[config.mk]
export PLATFORM = sky130hd
export DESIGN_NAME = instruction_word_decoder
export DESIGN_NICKNAME = d
export VERILOG_FILES = /design/src/design/decoder_pkg.sv /design/src/design/instruction_word_decoder.sv
export SDC_FILE = /design/constraint.sdc
export NUM_CORES = 1
export LEC_CHECK = 0
export ABC_AREA = 1
export BUFFER_PORTS_ARGS = -buffer_cell sky130_fd_sc_hd__buf_2
export CORE_ASPECT_RATIO = 0.7
export CORE_MARGIN = 4
export CORE_UTILIZATION = 31
export DETAILED_ROUTE_END_ITERATION = 7
export PLACE_DENSITY_LB_ADDON = 0.05
export REMOVE_ABC_BUFFERS = 1
export SETUP_SLACK_MARGIN = 0.2
export SYNTH_ARGS = -nofsm -noshare
export SYNTH_HDL_FRONTEND = slang
export SYNTH_SLANG_ARGS = --single-unit
[constraint.sdc]
create_clock -name clk -period 1.9 [get_ports clk]
set_input_delay 0 -clock clk [delete_from_list [all_inputs] [get_ports clk]]
set_output_delay 0 -clock clk [all_outputs]
set_load 0.05 [all_outputs]
[src/design/decoder_pkg.sv]
`default_nettype none
package decoder_pkg;
   localparam int INSN_WIDTH = 14;
   localparam int DATA_WIDTH = 8;
   localparam int ADDR_WIDTH = 7;
   // Field positions
   localparam int DEST_BIT = 7;
   localparam int BITIDX_LSB = 7;
   // Prefixes (bits 13:12)
   localparam logic [1:0] PFX_BYTE = 2'h0;
   localparam logic [1:0] PFX_BIT = 2'h1;
   localparam logic [1:0] PFX_JUMP = 2'h2;
   localparam logic [1:0] PFX_LIT = 2'h3;
   // Byte-oriented nibbles (bits 11:8)
   localparam logic [3:0] NIB_MISC = 4'h0;
   localparam logic [3:0] NIB_CLR = 4'h1;
   localparam logic [3:0] NIB_SUB = 4'h2;
   localparam logic [3:0] NIB_DEC = 4'h3;
   localparam logic [3:0] NIB_OR = 4'h4;
   localparam logic [3:0] NIB_AND = 4'h5;
   localparam logic [3:0] NIB_XOR = 4'h6;
   localparam logic [3:0] NIB_ADD = 4'h7;
   localparam logic [3:0] NIB_MOV = 4'h8;
   localparam logic [3:0] NIB_COM = 4'h9;
   localparam logic [3:0] NIB_INC = 4'hA;
   localparam logic [3:0] NIB_DECSKP = 4'hB;
   localparam logic [3:0] NIB_RRC = 4'hC;
   localparam logic [3:0] NIB_RLC = 4'hD;
   localparam logic [3:0] NIB_SWAP = 4'hE;
   localparam logic [3:0] NIB_INCSKP = 4'hF;
   // Bit operation codes (bits 11:10)
   localparam logic [1:0] BOP_CLR = 2'h0;
   localparam logic [1:0] BOP_SET = 2'h1;
   localparam logic [1:0] BOP_TSC = 2'h2;
   localparam logic [1:0] BOP_TSS = 2'h3;
   // Literal nibbles
   localparam logic [3:0] LIT_OR = 4'h8;
   localparam logic [3:0] LIT_AND = 4'h9;
   localparam logic [3:0] LIT_XOR = 4'hA;
   localparam logic [1:0] LIT_MOV2 = 2'h0;
   localparam logic [1:0] LIT_RET2 = 2'h1;
   localparam logic [2:0] LIT_SUB3 = 3'h6;
   localparam logic [2:0] LIT_ADD3 = 3'h7;
   // Full control words
   localparam logic [13:0] W_STANDBY = 14'h0063;
   localparam logic [13:0] W_WDCLR = 14'h0064;
   localparam logic [13:0] W_RETURN = 14'h0008;
   localparam logic [13:0] W_RETINT = 14'h0009;
   // File addresses
   localparam logic [6:0] ADDR_TIMER_ZERO = 7'h01;
   localparam logic [6:0] ADDR_STATUS = 7'h03;
   localparam logic [6:0] ADDR_PORT_A = 7'h05;
   localparam logic [6:0] ADDR_PORT_B = 7'h06;
   // Status bit positions
   localparam int ST_C = 0;
   localparam int ST_DIGIT_CARRY = 1;
   localparam int ST_Z = 2;
   localparam logic [7:0] STATUS_RESET = 8'h18;

   typedef enum logic [3:0]
   {
      ALU_NONE, ALU_PASS_F, ALU_PASS_K, ALU_OR, ALU_AND, ALU_XOR,
      ALU_ADD, ALU_SUB, ALU_INC, ALU_DEC, ALU_COM, ALU_RLC, ALU_RRC,
      ALU_SWAP, ALU_ZERO, ALU_BIT
   } alu_op_type;

   typedef struct packed
   {
      alu_op_type alu_op;
      logic [7:0] literal;
      logic [6:0] file_addr;
      logic [2:0] bit_index;
      logic bit_value;
      logic use_literal;
      logic reads_file;
      logic write_acc;
      logic write_file;
      logic upd_z;
      logic upd_digit_carry;
      logic upd_c;
      logic upd_timeout_powerdown;
      logic skip_on_zero;
      logic bit_test;
      logic skip_if_set;
      logic pc_change;
      logic is_standby;
      logic is_wd_clear;
      logic is_return;
      logic clr_prescaler;
      logic pins_operand;
      logic status_flag_mask;
      logic illegal;
   } decode_type;
endpackage
`default_nettype wire

[src/design/instruction_word_decoder.sv]
// Functional notes
// - File OR/XOR/AND (nibbles 0100/0110/0101) update the zero flag only.
// - Decrement/increment-skip write the result, skip on zero, keep flags.
// - Rotates go through carry and change only the carry flag.
// - Bit ops are 01, two op bits, three bit-index bits, seven address bits.
// - Bit tests take one cycle, two on skip, and change no flags.
// - Literal XOR/OR/AND (1010/1000/1001) write the accumulator, set zero.
// - Literal subtract 110x and add 111x update carry, digit carry, zero.
// - Return-with-literal loads the accumulator, returns, takes two cycles.
// - Standby, watchdog-clear: one cycle, only timeout/power-down flags.
// - A PC change or true test takes two cycles, the second a no-op.
// - A file op on timer zero (dest 1 if present) clears the prescaler when prescaler_on_timer is set.
// - A port modified from itself is read from the pins, not the latch.
// - With status as destination, zero/carry flag writes are suppressed.
`default_nettype none
module instruction_word_decoder
(
   input wire logic clk,
   input wire logic rst,
   input wire logic insn_valid,
   input wire logic [13:0] insn_word,
   input wire logic test_result_zero,
   input wire logic prescaler_on_timer,
   output decoder_pkg::decode_type decode_out,
   output logic decode_valid,
   output logic flush_cycle,
   output logic busy
);
   //==========================================================
   // Decode
   //==========================================================
   decoder_pkg::decode_type dec_next;
   decoder_pkg::decode_type decode_reg;
   logic [1:0] pfx;
   logic [3:0] nib;
   logic dst;
   logic [6:0] fa;
   logic file_op;
   logic accept;
   logic take_two;

   function automatic logic is_port(input logic [6:0] a);
      is_port = (a == decoder_pkg::ADDR_PORT_A) ||
         (a == decoder_pkg::ADDR_PORT_B);
   endfunction

   always_comb
   begin
      pfx = insn_word[13:12];
      nib = insn_word[11:8];
      dst = insn_word[decoder_pkg::DEST_BIT];
      fa = insn_word[6:0];
      file_op = 1'b0;
      dec_next = '0;
      dec_next.alu_op = decoder_pkg::ALU_NONE;
      dec_next.literal = insn_word[7:0];
      dec_next.file_addr = fa;
      dec_next.bit_index = insn_word[9:7];
      unique case (pfx)
         decoder_pkg::PFX_BYTE:
         begin
            dec_next.reads_file = 1'b1;
            dec_next.write_acc = ~dst;
            dec_next.write_file = dst;
            file_op = 1'b1;
            unique case (nib)
               decoder_pkg::NIB_MISC:
               begin
                  dec_next.reads_file = 1'b0;
                  dec_next.write_acc = 1'b0;
                  dec_next.write_file = dst;
                  dec_next.alu_op = decoder_pkg::ALU_PASS_F;
                  file_op = dst;
                  if (!dst)
                  begin
                     dec_next.alu_op = decoder_pkg::ALU_NONE;
                     if (insn_word == decoder_pkg::W_STANDBY)
                     begin
                        dec_next.is_standby = 1'b1;
                        dec_next.upd_timeout_powerdown = 1'b1;
                     end
                     else if (insn_word == decoder_pkg::W_WDCLR)
                     begin
                        dec_next.is_wd_clear = 1'b1;
                        dec_next.upd_timeout_powerdown = 1'b1;
                     end
                     else if (insn_word == decoder_pkg::W_RETURN ||
                        insn_word == decoder_pkg::W_RETINT)
                     begin
                        dec_next.is_return = 1'b1;
                        dec_next.pc_change = 1'b1;
                     end
                     else if (insn_word[4:0] != 5'h00 ||
                        insn_word[7] != 1'b0)
                        dec_next.illegal = 1'b1;
                  end
               end
               decoder_pkg::NIB_CLR:
               begin
                  dec_next.reads_file = 1'b0;
                  dec_next.alu_op = decoder_pkg::ALU_ZERO;
                  dec_next.upd_z = 1'b1;
               end
               decoder_pkg::NIB_OR:
               begin
                  dec_next.alu_op = decoder_pkg::ALU_OR;
                  dec_next.upd_z = 1'b1;
               end
               decoder_pkg::NIB_AND:
               begin
                  dec_next.alu_op = decoder_pkg::ALU_AND;
                  dec_next.upd_z = 1'b1;
               end
               decoder_pkg::NIB_XOR:
               begin
                  dec_next.alu_op = decoder_pkg::ALU_XOR;
                  dec_next.upd_z = 1'b1;
               end
               decoder_pkg::NIB_ADD, decoder_pkg::NIB_SUB:
               begin
                  dec_next.alu_op = (nib == decoder_pkg::NIB_ADD) ?
                     decoder_pkg::ALU_ADD : decoder_pkg::ALU_SUB;
                  dec_next.upd_z = 1'b1;
                  dec_next.upd_digit_carry = 1'b1;
                  dec_next.upd_c = 1'b1;
               end
               decoder_pkg::NIB_DEC, decoder_pkg::NIB_INC:
               begin
                  dec_next.alu_op = (nib == decoder_pkg::NIB_DEC) ?
                     decoder_pkg::ALU_DEC : decoder_pkg::ALU_INC;
                  dec_next.upd_z = 1'b1;
               end
               decoder_pkg::NIB_DECSKP, decoder_pkg::NIB_INCSKP:
               begin
                  dec_next.alu_op = (nib == decoder_pkg::NIB_DECSKP) ?
                     decoder_pkg::ALU_DEC : decoder_pkg::ALU_INC;
                  dec_next.skip_on_zero = 1'b1;
               end
               decoder_pkg::NIB_MOV:
               begin
                  dec_next.alu_op = decoder_pkg::ALU_PASS_F;
                  dec_next.upd_z = 1'b1;
               end
               decoder_pkg::NIB_COM:
               begin
                  dec_next.alu_op = decoder_pkg::ALU_COM;
                  dec_next.upd_z = 1'b1;
               end
               decoder_pkg::NIB_RLC, decoder_pkg::NIB_RRC:
               begin
                  dec_next.alu_op = (nib == decoder_pkg::NIB_RLC) ?
                     decoder_pkg::ALU_RLC : decoder_pkg::ALU_RRC;
                  dec_next.upd_c = 1'b1;
               end
               decoder_pkg::NIB_SWAP:
                  dec_next.alu_op = decoder_pkg::ALU_SWAP;
            endcase
         end
         decoder_pkg::PFX_BIT:
         begin
            dec_next.reads_file = 1'b1;
            dec_next.alu_op = decoder_pkg::ALU_BIT;
            file_op = 1'b1;
            unique case (insn_word[11:10])
               decoder_pkg::BOP_CLR:
                  dec_next.write_file = 1'b1;
               decoder_pkg::BOP_SET:
               begin
                  dec_next.write_file = 1'b1;
                  dec_next.bit_value = 1'b1;
               end
               decoder_pkg::BOP_TSC:
                  dec_next.bit_test = 1'b1;
               decoder_pkg::BOP_TSS:
               begin
                  dec_next.bit_test = 1'b1;
                  dec_next.skip_if_set = 1'b1;
               end
            endcase
         end
         decoder_pkg::PFX_JUMP:
            dec_next.pc_change = 1'b1;
         decoder_pkg::PFX_LIT:
         begin
            dec_next.use_literal = 1'b1;
            dec_next.write_acc = 1'b1;
            if (nib == decoder_pkg::LIT_OR)
            begin
               dec_next.alu_op = decoder_pkg::ALU_OR;
               dec_next.upd_z = 1'b1;
            end
            else if (nib == decoder_pkg::LIT_AND)
            begin
               dec_next.alu_op = decoder_pkg::ALU_AND;
               dec_next.upd_z = 1'b1;
            end
            else if (nib == decoder_pkg::LIT_XOR)
            begin
               dec_next.alu_op = decoder_pkg::ALU_XOR;
               dec_next.upd_z = 1'b1;
            end
            else if (nib[3:1] == decoder_pkg::LIT_SUB3 ||
               nib[3:1] == decoder_pkg::LIT_ADD3)
            begin
               dec_next.alu_op = nib[1] ? decoder_pkg::ALU_ADD :
                  decoder_pkg::ALU_SUB;
               dec_next.upd_z = 1'b1;
               dec_next.upd_digit_carry = 1'b1;
               dec_next.upd_c = 1'b1;
            end
            else if (nib[3:2] == decoder_pkg::LIT_RET2)
            begin
               dec_next.alu_op = decoder_pkg::ALU_PASS_K;
               dec_next.is_return = 1'b1;
               dec_next.pc_change = 1'b1;
            end
            else if (nib[3:2] == decoder_pkg::LIT_MOV2)
               dec_next.alu_op = decoder_pkg::ALU_PASS_K;
            else
               dec_next.illegal = 1'b1;
         end
      endcase
      // All four bit ops count for the timer check, only bit clear/set count as writes for the port check
      dec_next.clr_prescaler = file_op && prescaler_on_timer &&
         (fa == decoder_pkg::ADDR_TIMER_ZERO) &&
         (pfx != decoder_pkg::PFX_BYTE || dst);
      dec_next.pins_operand = dec_next.reads_file &&
         dec_next.write_file && is_port(fa);
      dec_next.status_flag_mask = dec_next.write_file &&
         (fa == decoder_pkg::ADDR_STATUS) &&
         (dec_next.upd_z || dec_next.upd_digit_carry ||
          dec_next.upd_c);
   end

   //==========================================================
   // Issue register
   //==========================================================
   always_ff @(posedge clk)
   begin
      if (rst)
      begin
         decode_reg <= '0;
         decode_valid <= 1'b0;
      end
      else
      begin
         decode_valid <= accept;
         if (accept)
            decode_reg <= dec_next;
      end
   end

   assign decode_out = decode_reg;

   // The word fetched while a taken skip or jump decides is dropped
   assign accept = insn_valid && !busy && !flush_cycle &&
      !take_two;

   //==========================================================
   // Two-cycle sequencing
   //==========================================================
   always_comb
   begin
      // Taken skip or PC change forces a no-op second cycle
      take_two = decode_valid && (decode_reg.pc_change ||
         (decode_reg.skip_on_zero && test_result_zero) ||
         (decode_reg.bit_test &&
          (test_result_zero != decode_reg.skip_if_set)));
   end

   always_ff @(posedge clk)
   begin
      if (rst)
      begin
         flush_cycle <= 1'b0;
         busy <= 1'b0;
      end
      else
      begin
         flush_cycle <= take_two;
         busy <= take_two;
      end
   end
endmodule
`default_nettype wire

==> summary.txt <==
Run status
  – Status: finished, final reports clean

Power and ir drop
  – Internal Pwr Total: 1.30 mW
  – Clock group share of total power: 34.4%
  – Proportion of total power due to net switching: 34.0%
  – Sequential Power Share: 41.2%
  – Final total power: 1.97 mW
  – Net switching power of the design: 670 uW
  – Leakage power: 1.17 nW
  – Fraction of power consumed by combinational cells: 24.4%
  – PD cells: 840 nW/um2
  – Worst vdd ir: 0.000293 V

Clocking
  – CTS tree: built
  – Cts bufs inserted: 5
  – Buffer type at the clock tree root: sky130_fd_sc_hd__clkbuf_8
  – Post_cts resized: 0
  – Clock network latency to the later pin of the worst-skew pair: 0.29 ns
  – Max H-tree Level: 2
  – Post-CTS repair timing setup buffer count: 0
  – Number of sinks on the clock net: 36
  – Buffers from clock root to sink, at most: 2
  – Clock-pin slew on the worst setup and hold paths: 0.08 ns

Die
  – Number of primary I/O pins: 64
  – Standard cell core area: 5840 um2
  – Number of rows in the core area: 23
  – DIE WIDTH: 102 um
  – Starting Density: 32.5%
  – Height of the chip: 73.5 um
  – Die ar.: 7470 um2

Worst hold path
  – Worst Min Path Start: insn_word[4]
  – Class of the worst hold path: primary input to flip-flop
  – Endpoint of the worst hold path: decode_out[34]$_SDFFE_PP0P_
  – Hold Path Cell Cnt: 3

STA
  – Worst rel slew slack: 61.5%
  – Max frequency: 701 MHz
  – Final setup viols: 0
  – Final worst-path setup slack: 0.474 ns
  – Post-Route Skew: 0.00363 ns
  – Slew at the pin closest to its max-slew limit: 0.577 ns
  – Total Neg Setup Slack: 0 ns
  – Unrepaired setup endpoints after global routing: false
  – Pins Over Slew Limit: 0
  – Final hold violation count: 0
  – Final min period: 1.43 ns
  – Post-route fraction of the period consumed by the critical path: 75.1%

Drt
  – Vias: 1,919
  – DR WL/cell: 13.3 um
  – Initial detailed-routing violation count: 85
  – Detailed-route DRC error count: 0
  – DRT Wirelength: 5520 um
  – Via density per instance: 4.61
  – Iteration count of the initial detailed-routing pass: 4
  – Routed Antenna Nets: 0

Layout
  – Area added between synthesis and finish: 23.2%
  – Fraction of final layout cells sized beyond drive strength 1: 25.5%
  – Number of nets in the layout: 364
  – Count of filler cells inserted in the layout: 655
  – Number of inserted diodes: 0

GRT
  – Number of global-route vias before repair: 1,763
  – Maximum number of pins on one net before global-route repair: 34
  – Global router's overall resource usage: 15.5%
  – Gr ovfl total: 0
  – First-pass GRT wire length: 9070 um
  – Initial antenna violation count: 0

Placement
  – Pre-CTS WS: 0.486 ns
  – Placed wire-length estimate after detailed placement: 4220 um
  – Final estimated routing congestion in global placement: 0.833
  – Port Buffer Count: 63

Yosys
  – Warnings from Yosys: 0
  – Synthesized netlist cell count: 283
  – Number of synthesized register bits: 36
  – Sequential share of the synthesized area: 37.9%
  – Mean post-synth cell area: 6.72 um2
  – Mapped cell area: 1900 um2
  – Post-synth cell types: 25

Critical path
  – Setup slack, reg-to-reg: 0.47 ns
  – Start-to-end type of the worst setup path: flip-flop to flip-flop
  – Arr. time, crit path: 1.61 ns
  – Cell count of the worst reg-to-reg path: 8
  – Startpoint of the lowest-slack register-to-register path: decode_out[8]$_SDFFE_PP0P_
  – Crit path from: decode_out[8]$_SDFFE_PP0P_
  – Endpoint of the lowest-slack register-to-register path: decode_out[18]$_SDFFE_PP0P_
  – Worst Setup End Kind: flip-flop
  – Element type at the critical path start: flip-flop
  – Worst-path fanout max: 33
  – Worst EP required: 2.09 ns

Job
  – Max-capacitance violation count: 0
-- logic make-up (layout without fill, tap and decap cells) --
logic type	after synthesis	in the layout	synth area share, %
flops	36	36	37.9
simple gates	138	138	30.3
fa+ha+maj	5	5	3.29
buf+inv	43	101	11.8
compound gates	61	61	16.7
-- state kept, by name (all words and copies together), names as in the netlist --
signal and flops:
decode_out 34, busy 1, decode_valid 1
-- power by group through the flow --
stage               logic (mW)  registers, mW  clock network (mW)
finish                   0.480          0.812               0.676
global route             0.522          0.818               0.738
CTS                      0.484          0.813               0.698
detailed placement       0.480          0.830                   0
global placement         0.482          0.830                   0
floorplan                0.148           1.01                   0
-- layout by cell type, fill, tap and decap left out, drive strengths merged --
master / n
nand2: 72
buf: 66
nor2: 42
dfxtp: 36
a21oi: 32
o21ai: 25
inv: 24
nand3: 19
clkbuf: 6
ha: 5
nand4: 3
dlygate4sd3: 2
nor3: 2
clkinv: 2
o211ai: 1
o22ai: 1
o221ai: 1
o2bb2ai: 1
bufinv: 1
-- critical path, stage by stage, from the launching register on --
cell and delay (ns):
sky130_fd_sc_hd__dfxtp_1 0.37, sky130_fd_sc_hd__nor2_1 0.06, sky130_fd_sc_hd__o21ai_1 0.15, sky130_fd_sc_hd__nand2_2 0.09, sky130_fd_sc_hd__nand2_4 0.18, sky130_fd_sc_hd__inv_2 0.07
sky130_fd_sc_hd__buf_12 0.17, sky130_fd_sc_hd__o21ai_0 0.16, sky130_fd_sc_hd__a21oi_1 0.06
-- layer usage --
metal	track usage, %	wire length, um	share of wire (%)
met5	0	0	0
met4	3.98	53	0.96
met3	3.70	317	5.7
met2	20.9	2090	38
met1	24.1	3060	55
-- cells in the mapped netlist --
cell | n | area [um2]
sky130_fd_sc_hd__o211ai_1 | 1 | 7.51
sky130_fd_sc_hd__dfxtp_1 | 36 | 721
sky130_fd_sc_hd__nor2_1 | 39 | 146
sky130_fd_sc_hd__o2bb2ai_1 | 1 | 8.76
sky130_fd_sc_hd__nor3_1 | 1 | 5.00
sky130_fd_sc_hd__o21ai_0 | 9 | 45.0
sky130_fd_sc_hd__clkbuf_1 | 2 | 7.51
sky130_fd_sc_hd__nor2_2 | 3 | 18.8
sky130_fd_sc_hd__nand2_2 | 2 | 12.5
sky130_fd_sc_hd__inv_2 | 7 | 26.3
sky130_fd_sc_hd__ha_1 | 5 | 62.6
sky130_fd_sc_hd__o21ai_1 | 16 | 80.1
sky130_fd_sc_hd__clkinv_1 | 1 | 3.75
sky130_fd_sc_hd__o22ai_1 | 1 | 6.26
sky130_fd_sc_hd__nand2_4 | 1 | 11.3
sky130_fd_sc_hd__buf_6 | 2 | 22.5
sky130_fd_sc_hd__nor3_2 | 1 | 10.0
sky130_fd_sc_hd__a21oi_1 | 32 | 160
sky130_fd_sc_hd__buf_2 | 2 | 10.0
sky130_fd_sc_hd__nand4_1 | 3 | 18.8
sky130_fd_sc_hd__nand2_1 | 69 | 259
sky130_fd_sc_hd__o221ai_1 | 1 | 8.76
sky130_fd_sc_hd__inv_1 | 17 | 63.8
sky130_fd_sc_hd__buf_4 | 12 | 90.1
sky130_fd_sc_hd__nand3_1 | 19 | 95.1
-- stage by stage --
step	cells	hold WS (ns)	utilization [%]	cell area [um2]
floorplan	265	0.0691	-	1770
global placement	406	0.278	37.9	2210
detailed placement	406	0.273	37.9	2210
CTS	416	0.000185	40.1	2340
global route	416	0.0155	40.1	2340
finish	416	0.000605	40.1	2340
-- what timing repair did --
| action | CTS | global route |
|---|---|---|
| endpoints found under the hold margin | 2 | 0 |
| hold buffers | 2 | 0 |
| endpoints found under the setup margin | 0 | 0 |
-- worst max path at each step --
stage / to / slack (ns)
after floorplan: decode_out[7]$_SDFFE_PP0P_ / -0.02
after global placement: decode_out[1]$_SDFFE_PP0P_ / 0.49
after detailed placement: decode_out[18]$_SDFFE_PP0P_ / 0.49
after CTS: decode_out[18]$_SDFFE_PP0P_ / 0.47
after global routing: decode_out[7]$_SDFFE_PP0P_ / 0.32
final: decode_out[18]$_SDFFE_PP0P_ / 0.47
-- cell type report --
class	count	area (um2)	area share (%)
inverters	25	93.8	4.01
flip-flops and latches	36	721	30.8
well taps	75	93.8	4.01
multi-input cells	204	956	40.8
clock buffers	6	72.6	3.10
repair buffers	68	370	15.8
clock inverters	2	35.0	1.50
Note: power is estimated with default switching activity, not from simulation.
